File: src/shared/sgc_pkg.sv
package sgc_pkg;
	localparam int          ADDR_W          = 32;
	localparam int          DATA_W          = 32;
	localparam int          REG_AW          = 8;
	// Block gate geometry
	localparam int          BLK_BYTES       = 256;
	localparam int          BLK_OFF_W       = $clog2(BLK_BYTES);
	localparam int          NUM_BLOCKS      = 64;
	localparam int          NUM_PERIPH      = 16;
	localparam int          SRAM_BYTES      = NUM_BLOCKS * BLK_BYTES;
	localparam int          SRAM_AW         = $clog2(SRAM_BYTES);
	// Refused read value and forbidden encoding
	localparam logic [15:0] SECURE_GATEWAY_OPCODE = 16'hE97F;
	localparam logic [31:0] REFUSE_RDATA    = 32'h0000_0000;
	// Register byte offsets
	localparam logic [7:0]  OFF_CTRL        = 8'h00;
	localparam logic [7:0]  OFF_WMARK       = 8'h04;
	localparam logic [7:0]  OFF_PNS         = 8'h08;
	localparam logic [7:0]  OFF_PPRIV       = 8'h0C;
	localparam logic [7:0]  OFF_EVADDR      = 8'h10;
	localparam logic [7:0]  OFF_EVINFO      = 8'h14;
	localparam logic [7:0]  OFF_BLK0        = 8'h20;
	// Control field positions
	localparam int          CTRL_ABORT_BIT  = 0;
	localparam int          CTRL_SWR_BIT    = 1;
	localparam int          CTRL_WMEN_BIT   = 2;
	localparam int          CTRL_PSREF_BIT  = 3;
	// Reset values: everything Secure
	localparam logic [3:0]  CTRL_RST        = 4'h0;
	localparam logic [31:0] WMARK_RST       = 32'h0000_0000;

	typedef struct packed {
		logic              valid;
		logic              write;
		logic              nonsec;
		logic              priv;
		logic [ADDR_W-1:0] addr;
		logic [DATA_W-1:0] wdata;
	} sgc_req_type;

	typedef struct packed {
		logic              valid;
		logic              error;
		logic [DATA_W-1:0] rdata;
	} sgc_rsp_type;

	typedef struct packed {
		logic              pulse;
		logic              nonsec;
		logic              write;
		logic [1:0]        src;
		logic [ADDR_W-1:0] addr;
	} sgc_evt_type;
endpackage : sgc_pkg

File: src/hdl/sgc_gate.sv
// Design decisions made here: the address-and-strobe port and the address map.
`timescale 1ns/100ps
module sgc_gate
	import sgc_pkg::*;
#(
	parameter int NBLK = NUM_BLOCKS,
	parameter int NPER = NUM_PERIPH,
	parameter int BLKB = BLK_BYTES
) (
	input  wire logic              ref_clk_i,
	input  wire logic              rst_b_i,
	input  wire logic [REG_AW-1:0] reg_addr_i,
	input  wire logic [DATA_W-1:0] reg_wdata_i,
	input  wire logic              reg_wr_i,
	input  wire logic              reg_rd_i,
	input  wire logic              reg_nonsec_i,
	output      logic [DATA_W-1:0] reg_rdata_o,
	input  wire sgc_req_type       blk_req_i,
	output      sgc_req_type       blk_req_o,
	output      sgc_rsp_type       blk_rsp_o,
	input  wire sgc_rsp_type       blk_rsp_i,
	input  wire sgc_req_type       wm_req_i,
	output      sgc_req_type       wm_req_o,
	output      sgc_rsp_type       wm_rsp_o,
	input  wire sgc_rsp_type       wm_rsp_i,
	input  wire sgc_req_type       per_req_i,
	input  wire logic [NPER-1:0]   per_sel_i,
	output      sgc_req_type       per_req_o,
	output      logic [NPER-1:0]   per_sel_o,
	output      sgc_rsp_type       per_rsp_o,
	input  wire sgc_rsp_type       per_rsp_i,
	output      sgc_evt_type       evt_o
);
	localparam int BOFF = $clog2(BLKB);
	localparam int BIW  = $clog2(NBLK);
	localparam int NBW  = (NBLK + 31) / 32;

	logic [3:0]        ctrl_q, ctrl_d;
	logic [31:0]       wmark_q, wmark_d;
	logic [NPER-1:0]   pns_q, pns_d, ppriv_q, ppriv_d;
	logic [NBLK-1:0]   blkns_q, blkns_d;
	logic [DATA_W-1:0] rdata_q, rdata_d;
	logic [31:0]       evaddr_q, evaddr_d;
	logic [3:0]        evinfo_q, evinfo_d;
	sgc_evt_type       evt_q, evt_d;
	sgc_rsp_type       brsp_q, brsp_d, wrsp_q, wrsp_d, prsp_q, prsp_d;
	logic              blk_ref, wm_ref, per_ref, per_ns_ok, per_priv_ok;
	logic [BIW-1:0]    bidx;

	// Common refusal decision for a region marked Non-secure or not
	function automatic logic refuse(input sgc_req_type r, input logic region_ns,
		input logic swr);
		if (r.nonsec)
			refuse = !region_ns;
		else if (region_ns)
			refuse = !r.write || swr;
		else
			refuse = 1'b0;
	endfunction : refuse

	// Answer for a refused access
	function automatic sgc_rsp_type refuse_rsp(input logic valid, input logic abort);
		refuse_rsp.valid = valid;
		refuse_rsp.error = valid && abort;
		refuse_rsp.rdata = REFUSE_RDATA;
	endfunction : refuse_rsp

	// Block control word select
	function automatic logic blk_word_hit(input logic [REG_AW-1:0] a, input int w);
		blk_word_hit = (a == OFF_BLK0 + 8'(4 * w));
	endfunction : blk_word_hit

	assign bidx = blk_req_i.addr[BOFF+BIW-1:BOFF];

	always_comb begin
		blk_ref = blk_req_i.valid &&
			refuse(blk_req_i, blkns_q[bidx], ctrl_q[CTRL_SWR_BIT]);
		wm_ref  = wm_req_i.valid && refuse(wm_req_i,
			ctrl_q[CTRL_WMEN_BIT] && (wm_req_i.addr < wmark_q),
			ctrl_q[CTRL_SWR_BIT]);
		per_ns_ok   = |(per_sel_i & pns_q);
		per_priv_ok = per_req_i.priv || !(|(per_sel_i & ppriv_q));
		per_ref = per_req_i.valid && ((per_req_i.nonsec && !per_ns_ok) ||
			(!per_req_i.nonsec && per_ns_ok && ctrl_q[CTRL_PSREF_BIT]) ||
			!per_priv_ok);
	end

	// Forwarding; refused requests never reach the target
	always_comb begin
		blk_req_o       = blk_req_i;
		blk_req_o.valid = blk_req_i.valid && !blk_ref;
		wm_req_o        = wm_req_i;
		wm_req_o.valid  = wm_req_i.valid && !wm_ref;
		per_req_o       = per_req_i;
		per_req_o.valid = per_req_i.valid && !per_ref;
		per_sel_o       = per_ref ? '0 : per_sel_i;
		blk_rsp_o       = brsp_q.valid ? brsp_q : blk_rsp_i;
		wm_rsp_o        = wrsp_q.valid ? wrsp_q : wm_rsp_i;
		per_rsp_o       = prsp_q.valid ? prsp_q : per_rsp_i;
		evt_o           = evt_q;
	end

	// Local refusal answers one cycle after the request
	always_comb begin
		brsp_d = refuse_rsp(blk_ref, ctrl_q[CTRL_ABORT_BIT]);
		wrsp_d = refuse_rsp(wm_ref, ctrl_q[CTRL_ABORT_BIT]);
		prsp_d = refuse_rsp(per_ref, ctrl_q[CTRL_ABORT_BIT]);
	end

	// Event pulse, block gate has priority
	always_comb begin
		evt_d    = '0;
		evaddr_d = evaddr_q;
		evinfo_d = evinfo_q;
		if (blk_ref) begin
			evt_d = '{1'b1, blk_req_i.nonsec, blk_req_i.write, 2'h0, blk_req_i.addr};
		end else if (wm_ref) begin
			evt_d = '{1'b1, wm_req_i.nonsec, wm_req_i.write, 2'h1, wm_req_i.addr};
		end else if (per_ref) begin
			evt_d = '{1'b1, per_req_i.nonsec, per_req_i.write, 2'h2, per_req_i.addr};
		end
		if (evt_d.pulse) begin
			evaddr_d = evt_d.addr;
			evinfo_d = {evt_d.src, evt_d.write, evt_d.nonsec};
		end
	end

	// Register writes and reads
	always_comb begin
		ctrl_d  = ctrl_q;
		wmark_d = wmark_q;
		pns_d   = pns_q;
		ppriv_d = ppriv_q;
		blkns_d = blkns_q;
		rdata_d = '0;
		if (reg_wr_i && !reg_nonsec_i) begin
			case (reg_addr_i)
				OFF_CTRL:  ctrl_d  = reg_wdata_i[3:0];
				OFF_WMARK: wmark_d = reg_wdata_i;
				OFF_PNS:   pns_d   = reg_wdata_i[NPER-1:0];
				OFF_PPRIV: ppriv_d = reg_wdata_i[NPER-1:0];
				default: begin
					for (int w = 0; w < NBW; w++) begin
						if (blk_word_hit(reg_addr_i, w)) begin
							for (int b = 0; b < 32; b++) begin
								if (w * 32 + b < NBLK)
									blkns_d[w * 32 + b] = reg_wdata_i[b];
							end
						end
					end
				end
			endcase
		end
		if (reg_rd_i) begin
			case (reg_addr_i)
				OFF_CTRL:   rdata_d = {28'h0, ctrl_q};
				OFF_WMARK:  rdata_d = wmark_q;
				OFF_PNS:    rdata_d = 32'(pns_q);
				OFF_PPRIV:  rdata_d = 32'(ppriv_q);
				OFF_EVADDR: rdata_d = evaddr_q;
				OFF_EVINFO: rdata_d = {28'h0, evinfo_q};
				default: begin
					for (int w = 0; w < NBW; w++) begin
						if (blk_word_hit(reg_addr_i, w)) begin
							for (int b = 0; b < 32; b++) begin
								if (w * 32 + b < NBLK)
									rdata_d[b] = blkns_q[w * 32 + b];
							end
						end
					end
				end
			endcase
		end
	end

	always_ff @(posedge ref_clk_i or negedge rst_b_i) begin
		if (!rst_b_i) begin
			ctrl_q  <= CTRL_RST;
			wmark_q <= WMARK_RST;
			pns_q   <= '0;
			ppriv_q <= '0;
			blkns_q <= '0;
			rdata_q <= '0;
		end else begin
			ctrl_q  <= ctrl_d;
			wmark_q <= wmark_d;
			pns_q   <= pns_d;
			ppriv_q <= ppriv_d;
			blkns_q <= blkns_d;
			rdata_q <= rdata_d;
		end
	end

	always_ff @(posedge ref_clk_i or negedge rst_b_i) begin
		if (!rst_b_i) begin
			evaddr_q <= '0;
			evinfo_q <= '0;
			evt_q    <= '0;
		end else begin
			evaddr_q <= evaddr_d;
			evinfo_q <= evinfo_d;
			evt_q    <= evt_d;
		end
	end

	always_ff @(posedge ref_clk_i or negedge rst_b_i) begin
		if (!rst_b_i) begin
			brsp_q <= '0;
			wrsp_q <= '0;
			prsp_q <= '0;
		end else begin
			brsp_q <= brsp_d;
			wrsp_q <= wrsp_d;
			prsp_q <= prsp_d;
		end
	end

	assign reg_rdata_o = rdata_q;

	// Checks
	property p_ns_to_sec_blk;
		@(posedge ref_clk_i) disable iff (!rst_b_i)
		(blk_req_i.valid && blk_req_i.nonsec && !blkns_q[bidx]) |-> !blk_req_o.valid;
	endproperty
	a_ns_to_sec_blk: assert property (p_ns_to_sec_blk) else $error("ns reached secure block");

	property p_sec_rd_ns_blk;
		@(posedge ref_clk_i) disable iff (!rst_b_i)
		(blk_req_i.valid && !blk_req_i.nonsec && !blk_req_i.write && blkns_q[bidx])
		|-> ##1 (blk_rsp_o.valid && blk_rsp_o.rdata == REFUSE_RDATA);
	endproperty
	a_sec_rd_ns_blk: assert property (p_sec_rd_ns_blk) else $error("secure read not refused");

	property p_swr;
		@(posedge ref_clk_i) disable iff (!rst_b_i)
		(blk_req_i.valid && !blk_req_i.nonsec && blk_req_i.write && blkns_q[bidx])
		|-> (blk_req_o.valid == !ctrl_q[CTRL_SWR_BIT]);
	endproperty
	a_swr: assert property (p_swr) else $error("secure write option wrong");

	property p_abort;
		@(posedge ref_clk_i) disable iff (!rst_b_i)
		blk_ref |-> ##1 (blk_rsp_o.error == $past(ctrl_q[CTRL_ABORT_BIT]));
	endproperty
	a_abort: assert property (p_abort) else $error("refusal response kind wrong");

	property p_evt;
		@(posedge ref_clk_i) disable iff (!rst_b_i)
		(blk_ref || wm_ref || per_ref) |-> ##1
			(evt_o.pulse ##1 (!evt_o.pulse || $past(blk_ref || wm_ref || per_ref)));
	endproperty
	a_evt: assert property (p_evt) else $error("missing event pulse");

	property p_no_gw;
		@(posedge ref_clk_i) disable iff (!rst_b_i)
		brsp_q.valid |-> (blk_rsp_o.rdata[15:0] != SECURE_GATEWAY_OPCODE);
	endproperty
	a_no_gw: assert property (p_no_gw) else $error("gateway opcode returned");

	property p_wm;
		@(posedge ref_clk_i) disable iff (!rst_b_i)
		(wm_req_i.valid && wm_req_i.nonsec && (!ctrl_q[CTRL_WMEN_BIT] || wm_req_i.addr >= wmark_q))
		|-> !wm_req_o.valid;
	endproperty
	a_wm: assert property (p_wm) else $error("ns reached secure sram");

	property p_per;
		@(posedge ref_clk_i) disable iff (!rst_b_i)
		(per_req_i.valid && per_req_i.nonsec && !(|(per_sel_i & pns_q))) |-> per_sel_o == '0;
	endproperty
	a_per: assert property (p_per) else $error("ns reached secure peripheral");

	property p_cfg;
		@(posedge ref_clk_i) disable iff (!rst_b_i)
		(reg_wr_i && reg_nonsec_i) |=> ($stable(ctrl_q) && $stable(blkns_q) && $stable(wmark_q));
	endproperty
	a_cfg: assert property (p_cfg) else $error("ns changed settings");

	property p_ns_ok_blk;
		@(posedge ref_clk_i) disable iff (!rst_b_i)
		(blk_req_i.valid && blk_req_i.nonsec && blkns_q[bidx]) |-> blk_req_o.valid;
	endproperty
	a_ns_ok_blk: assert property (p_ns_ok_blk) else $error("ns kept from ns block");

	property p_evt_blk;
		@(posedge ref_clk_i) disable iff (!rst_b_i)
		blk_ref |=> (evt_o.src == 2'h0 && evt_o.addr == $past(blk_req_i.addr) &&
			evt_o.nonsec == $past(blk_req_i.nonsec));
	endproperty
	a_evt_blk: assert property (p_evt_blk) else $error("event payload wrong");

	property p_evt_cause;
		@(posedge ref_clk_i) disable iff (!rst_b_i)
		evt_o.pulse |-> $past(blk_ref || wm_ref || per_ref);
	endproperty
	a_evt_cause: assert property (p_evt_cause) else $error("event without refusal");

	property p_wm_sec_rd;
		@(posedge ref_clk_i) disable iff (!rst_b_i)
		(wm_req_i.valid && !wm_req_i.nonsec && !wm_req_i.write && ctrl_q[CTRL_WMEN_BIT] &&
			wm_req_i.addr < wmark_q) |-> !wm_req_o.valid;
	endproperty
	a_wm_sec_rd: assert property (p_wm_sec_rd) else $error("secure read of ns sram");

	property p_wm_rsp;
		@(posedge ref_clk_i) disable iff (!rst_b_i)
		wm_ref |-> ##1 (wm_rsp_o.valid && wm_rsp_o.rdata == REFUSE_RDATA &&
			wm_rsp_o.error == $past(ctrl_q[CTRL_ABORT_BIT]));
	endproperty
	a_wm_rsp: assert property (p_wm_rsp) else $error("sram refusal answer wrong");

	property p_wm_ok;
		@(posedge ref_clk_i) disable iff (!rst_b_i)
		(wm_req_i.valid && wm_req_i.nonsec && ctrl_q[CTRL_WMEN_BIT] &&
			wm_req_i.addr < wmark_q) |-> wm_req_o.valid;
	endproperty
	a_wm_ok: assert property (p_wm_ok) else $error("ns kept from ns sram");

	property p_per_valid;
		@(posedge ref_clk_i) disable iff (!rst_b_i)
		(per_req_i.valid && per_req_i.nonsec && !(|(per_sel_i & pns_q))) |-> !per_req_o.valid;
	endproperty
	a_per_valid: assert property (p_per_valid) else $error("ns request forwarded");

	property p_per_ok;
		@(posedge ref_clk_i) disable iff (!rst_b_i)
		(per_req_i.valid && per_req_i.nonsec && per_req_i.priv &&
			(|(per_sel_i & pns_q))) |-> per_req_o.valid;
	endproperty
	a_per_ok: assert property (p_per_ok) else $error("ns kept from ns peripheral");

	property p_per_priv;
		@(posedge ref_clk_i) disable iff (!rst_b_i)
		(per_req_i.valid && !per_req_i.priv && (|(per_sel_i & ppriv_q))) |->
			(!per_req_o.valid && per_sel_o == '0);
	endproperty
	a_per_priv: assert property (p_per_priv) else $error("unprivileged access passed");

	property p_per_sec;
		@(posedge ref_clk_i) disable iff (!rst_b_i)
		(per_req_i.valid && !per_req_i.nonsec && (|(per_sel_i & pns_q)) &&
			ctrl_q[CTRL_PSREF_BIT]) |-> !per_req_o.valid;
	endproperty
	a_per_sec: assert property (p_per_sec) else $error("secure to ns peripheral passed");

	property p_per_rsp;
		@(posedge ref_clk_i) disable iff (!rst_b_i)
		per_ref |-> ##1 (per_rsp_o.valid &&
			per_rsp_o.error == $past(ctrl_q[CTRL_ABORT_BIT]));
	endproperty
	a_per_rsp: assert property (p_per_rsp) else $error("peripheral refusal answer wrong");

	property p_cfg_per;
		@(posedge ref_clk_i) disable iff (!rst_b_i)
		(reg_wr_i && reg_nonsec_i) |=> ($stable(pns_q) && $stable(ppriv_q));
	endproperty
	a_cfg_per: assert property (p_cfg_per) else $error("ns changed peripheral bits");

	c_blk_ref: cover property (@(posedge ref_clk_i) disable iff (!rst_b_i) blk_ref);
	c_wm_ref:  cover property (@(posedge ref_clk_i) disable iff (!rst_b_i) wm_ref);
	c_per_ref: cover property (@(posedge ref_clk_i) disable iff (!rst_b_i) per_ref);
	c_pass:    cover property (@(posedge ref_clk_i) disable iff (!rst_b_i) blk_req_o.valid);
	c_evt:     cover property (@(posedge ref_clk_i) disable iff (!rst_b_i) evt_o.pulse);
endmodule : sgc_gate

File: config.mk
export PLATFORM = sky130hd
export DESIGN_NAME = sgc_gate
export DESIGN_NICKNAME = d
export VERILOG_FILES = /design/src/shared/sgc_pkg.sv /design/src/hdl/sgc_gate.sv
export SDC_FILE = /design/constraint.sdc
export NUM_CORES = 1
export LEC_CHECK = 0
export BUFFER_PORTS_ARGS = -buffer_cell sky130_fd_sc_hd__buf_4
export CAP_MARGIN = 20
export CORE_AREA = 2 2 293 295
export CTS_BUF_LIST = sky130_fd_sc_hd__clkbuf_16
export DETAILED_ROUTE_END_ITERATION = 12
export DIE_AREA = 0 0 295 297
export HOLD_SLACK_MARGIN = 0.06
export PLACE_DENSITY = 0.49
export SLEW_MARGIN = 10
export SYNTH_ARGS = -nofsm -noshare
export SYNTH_HDL_FRONTEND = slang
export SYNTH_SLANG_ARGS = --single-unit
File: constraint.sdc
create_clock -name ref_clk_i -period 3.7 [get_ports ref_clk_i]
set_input_delay 0.555 -clock ref_clk_i [delete_from_list [all_inputs] [get_ports ref_clk_i]]
set_output_delay 0.555 -clock ref_clk_i [all_outputs]
set_load 0.02 [all_outputs]
== Word-level counts from Yosys, hierarchy flattened ==
Cells that the tools add are included.

* Bits in registers: 243
* Latch bits: 0
* RAM bits: 0
* Bits in read-only memories: 0
* Input port bits: 367
* Output and inout bits: 391
* Logic and storage cells: 90
* Memories kept: 0

* $add $sub $neg: 0
* Multipliers: 0
* Divide/modulo/power cells: 0
* $lt $le $gt $ge: 2
* Equal/unequal tests: 7
* Shifts and indexed selects: 0
* Mux-type cells: 17
* Bitwise logic cells: 3
* Reductions and logical operators: 41

{| class="wikitable"
|+ Operators by type and width
! operator !! count
|-
| 32-bit one-hot mux with 6 select lines || 1
|-
| 37-bit two-way mux || 3
|-
| 34-bit two-way mux || 3
|-
| 32-bit two-way mux || 3
|-
| 16-bit AND || 2
|-
| 32-bit less-than comparator || 1
|-
| 16-bit OR reduction || 2
|-
| 8-bit by 4-bit == test with 1-bit output (second input constant) || 2
|-
| 8-bit by 5-bit == test with 1-bit output (second input constant) || 2
|-
| 8-bit by 6-bit == test with 1-bit output (second input constant) || 2
|-
| 16-bit two-way mux || 1
|-
| 1-bit logical AND || 14
|-
| 1-bit logical NOT || 12
|-
| 8-bit by 3-bit == test with 1-bit output (second input constant) || 1
|-
| 8-bit logical NOT || 1
|-
| 2-bit AND reduction || 4
|-
| 6-bit by 7-bit less-than comparator with 1-bit output (second input constant) || 1
|-
| 1-bit binary-select mux with 6-bit select || 1
|-
| 3-bit AND reduction || 2
|-
| 1-bit logical OR || 5
|-
| 1-bit two-way mux || 5
|-
| 4-bit OR reduction || 1
|-
| 1-bit NOT || 1
|}

== Logic depth before layout (Yosys ltp) ==
* Depth in word-level cells: 10
* Mapped depth: 12

== Worst setup path after synthesis ==
OpenSTA, ideal clock, no wires.

* Path type: input to output
* Start point: input blk_req_i[40] (netlist name)
* End point: output blk_req_o[67] (netlist name)
* Arrival: 2.578 ns
* Data required time: 3.145 ns
* Setup slack: 0.567 ns
* Cell stages on the path: 8
* Path buffers: 1
* Cell sequence: buf_2 -> mux4_2 -> a32o_1 -> a31oi_1 -> nand3_1 -> o21ai_1 -> nor3_1 -> a211oi_1

{| class="wikitable"
|+ RTL lines
! element !! RTL line !! RTL
|-
| start, declared || sgc_gate.sv:18 || <nowiki>input wire sgc_req_type blk_req_i,</nowiki>
|-
| end, declared || sgc_gate.sv:19 || <nowiki>output sgc_req_type blk_req_o,</nowiki>
|}

==> results by stage <==
Cells and area:
- Leaving out filler cells and counting taps, the final layout contains 2981.
- The area growth from synthesis to layout is 35.3%.
- The ratio of cells with drive above 1 in the final layout is between 40 and 50%.
- Cells fill around a quarter of the core in the end.
- Summing all multi-input logic gate instances after layout gives between 0.006 and 0.007 mm^2.
- The net count reported at finish is 2213.
- After filler insertion, the fill cell instance count of the layout stands at around 9000.
- The library cells used most frequently in the layout, excluding fill and tap cells, are 592 x sky130_fd_sc_hd__buf_4, 243 x sky130_fd_sc_hd__dfrtp_1, 138 x sky130_fd_sc_hd__mux2_2.
- Registers take between 0.006 and 0.007 mm^2.
- The library cell used most frequently in the layout, excluding fill and tap cells, is sky130_fd_sc_hd__buf_4.

Timing:
- The setup total negative slack is 0 ps.
- Across all hold checks on the routed design, the worst slack comes to roughly 29 ps.
- For this run, the top clock speed supported by timing is ~0.28 GHz.
- The setup-violating endpoint count in the final report is 0.
- The remaining max-slew budget at the tightest pin is 43.3%.
- The number of max-slew violations in the final report is 0.
- The final setup skew is about 23 ps.
- The actual slew at the worst max-slew pin is around 850 ps.
- The number of failing hold endpoints at the final stage is 0.
- The minimum clock period is approximately 3600 ps.
- In the finished design, the share of the clock period the worst path needs comes to 96.9%.
- The minimum setup slack in the final design is 115 ps.

Placed design:
- The port buffer count is ~560.
- Before CTS, the worst setup slack after placement is -170 ps.
- At the end of routability-driven placement, the weighted congestion stood at between 0.8 and 0.9.
- The placed cell count is between 2000 and 3000.
- The wire-length estimate of the detail-placed layout is slightly below 60 mm.

Power:
- Per report_power, the clock group accounts for a little under two fifths of the total.
- In this run the power density over the cells is approximately 370 mW/mm^2.
- Net switching is a little under a third of the power.
- The sequential share of power is roughly 40%.
- The peak supply drop is around 0.29 mV.
- The switching power total is ~0.0023 W.
- The share of total power dissipated in combinational logic is about 23%.
- The leakage power is ~9.4 nW.
- Internal power comes to between 0.005 and 0.006 W.

Status:
- The run finished with clean final reports.

Route:
- The via count of the routed design is between 10000 and 15000.
- After the first detailed-routing iteration, the DRC count stood at ~900.
- After detailed routing, the number of remaining DRC violations is 0.
- The residual antenna-violating net count after detailed routing is 0.
- For this run, the detailed router's first-pass iteration total came to 5.
- Wires add up to 72.2 mm.
- The average vias per placed instance is approximately 4.3.
- In the final routed layout, each cell accounts on average for between 20 and 25 um.

Global routing:
- The number of global-route vias before repair came to between 10000 and 15000.
- The largest net degree at the start of global routing is 100.
- The first global-routing pass estimated around 100 mm of wire.
- The number of antenna violations at the first check in global routing is 17.
- Global routing consumed, over all layers together, around 16% of the routing resources.
- The global-route congestion overflow total is 0.

Synthesis:
- After synthesis, the share of flip-flops with an asynchronous set or reset is 100%.
- Yosys mapped a number of flops with a built-in enable equal to 0.
- The Yosys step of the flow raised 0 warnings.
- Synthesis produced a netlist with a net count of between 1500 and 2000.
- Synthesis handed over a netlist of between 1000 and 1500 instances.
- Synthesis instantiated 50 different standard cells from the library.
- The cell area that synthesis handed to floorplanning was ~0.015 mm^2.
- The dominant synthesized flop cell is sky130_fd_sc_hd__dfrtp_1.
- Synthesis inferred 243 register bits.
- The mean area per synthesized cell is ~10 um^2.
- The post-synthesis sequential area ratio is slightly above 40%.

Worst setup path:
- Among cell families on the critical path, the largest total delay comes from multiplexers.
- The data arrival time of the worst path is approximately 3000 ps.
- The largest individual stage delay along the critical path comes from the cell sky130_fd_sc_hd__mux4_2.
- For the worst flop-to-flop path, the logic depth is 9.
- The category of the critical setup timing path is flop to primary output.
- The worst path buffer plus inverter count is 2.
- The critical path goes through mux4_2, mux2_2, nand3_1, nand4_1, o21ai_4, nor3_1, a211oi_2, buf_4, buf_4.
- Across all register-to-register paths, the minimum setup slack is ~700 ps.
- The end of the worst register-to-register path is evt_o[34].
- The critical path launch point type is a flop.
- On the worst path, the slowest cell contributes a delay of roughly 470 ps.
- Among the stages of the critical path, the cell type that occurs most often is sky130_fd_sc_hd__buf_4.
- For the worst setup path, the data required time is 3140 ps.
- The worst-path maximum fanout is 4.
- The startpoint identified for the worst register-to-register timing path is blkns_q[9].
- STA classifies the critical path endpoint as a primary output.

Clock network:
- The number of buffers created by CTS is 27.
- After clock tree synthesis, the clock-pin slew on the worst setup and hold paths is ~70 ps.
- The tree is rooted in a sky130_fd_sc_hd__clkbuf_16.
- The clock net in this run drives a total of ~240 sinks.
- The maximum count of clock buffers along a single path is 3.
- The later-pin clock latency in the skew report is ~560 ps.
- The number of hold buffers added after CTS was 0.
- TritonCTS built the clock tree.
- In this run the number of H-tree levels came out at 1.

Floorplan:
- The floorplan has between 100 and 150 rows.
- The total die area is just under 0.09 mm^2.
- The placeable core region is about 0.084 mm^2.
- Once the floorplan was initialized, standard cells occupied approximately 17% of the core.
- The die extent in x is about 300 um.
- During I/O placement, the number of pins put on the boundary was 758.
- Measured along the y axis, the die boundary spans 297 um.

Run:
- The tool flagged a number of max-cap violations equal to 0.

Min path:
- The class of the worst hold path is primary input to asynchronous set/reset pin.
==> power groups by stage <==
stage,combinational (W),sequential [W],clock (W)
global route,0.00182,0.00297,0.00296
detailed placement,0.00167,0.00302,0
finish,0.00170,0.00295,0.00278
global placement,0.00166,0.00302,0
floorplan,0.000964,0.00297,0
CTS,0.00168,0.00297,0.00286
==> metal layers <==
metal  GRT usage [%]  vias to the layer above  wire, um
met5               0                        -       125
met4            3.18                       20      1250
met3            5.07                       98      6520
met2            25.6                      581     33900
met1            20.3                     6404     30400
li1                -                     5670         -
==> synth_stat cells (all sizes together), types with 31 or more instances <==
cell	number	area share, %
a22oi	53	2.7
ha	31	2.6
and3	51	2.2
o21ai	74	2.5
inv	36	0.92
mux2	138	11
dfrtp	243	41
nor2	49	1.3
mux2i	32	2.2
nand2	120	3.1
o31ai	33	1.7
buf	227	11
o21a	34	1.7
clkbuf	60	1.5
nor2b	105	4.5
==> worst reg2reg max path: stages, from the launching register on <==
cell and delay (ps):
sky130_fd_sc_hd__dfrtp_1 420, sky130_fd_sc_hd__mux4_2 470, sky130_fd_sc_hd__mux2_2 270, sky130_fd_sc_hd__nand3_1 80, sky130_fd_sc_hd__nand4_1 230, sky130_fd_sc_hd__o21ai_4 270
sky130_fd_sc_hd__buf_4 150, sky130_fd_sc_hd__a311o_2 370, sky130_fd_sc_hd__buf_12 290, sky130_fd_sc_hd__mux2_2 380
==> worst max path at each step <==
stage / start / to / cells past startpoint
after floorplan: blk_req_i[40] / blk_req_o[67] / 8
after global placement: blk_req_i[40] / blk_req_o[67] / 10
after detailed placement: blk_req_i[40] / blk_req_o[67] / 10
after CTS: blkns_q[9] / blk_req_o[67] / 9
after global routing: blkns_q[25] / blk_req_o[67] / 9
final: blkns_q[9] / blk_req_o[67] / 9
==> kinds of logic after synthesis <==
family                   share of synthesized area [%]
AO/OA/AOI/OAI                                     14.5
adder cells (fa/ha/maj)                           2.64
buffers and inverters                             13.6
flip-flops                                        41.4
multiplexers                                      14.0
AND/OR/NAND/NOR                                   13.7
==> cell type report <==
type                    instances  share of cell area [%]
multi-input cells             904                    33.6
clock buffers                  27                    3.40
diodes                          4                  0.0504
inverters                      37                   0.699
repair buffers                602                    23.5
clock inverters                20                   0.995
flip-flops and latches        243                    30.6
well taps                    1144                    7.21
==> stage by stage <==
stage / area [um^2] / total power [W]
detailed placement: 18900 / 0.00469
floorplan: 14700 / 0.00393
finish: 19900 / 0.00743
global placement: 18900 / 0.00468
CTS: 19700 / 0.00751
global route: 19900 / 0.00775
==> sequential cells by signal, indices dropped and copies added, names as in the netlist, 4 cells and up <==
signal / flops
evinfo_q: 4
blkns_q: 64
evt_o: 37
ppriv_q: 16
ctrl_q: 4
wmark_q: 32
reg_rdata_o: 32
evaddr_q: 32
pns_q: 16
==> repair_timing <==
| item | in CTS | in global routing |
|---|---|---|
| pin swaps | 0 | 3 |
| buffers inserted | 0 | 1 |
| gates resized for setup | 3 | 3 |
| setup endpoints to repair | 1 | 2 |
No activity file was read; power rests on OpenSTA's default activity.
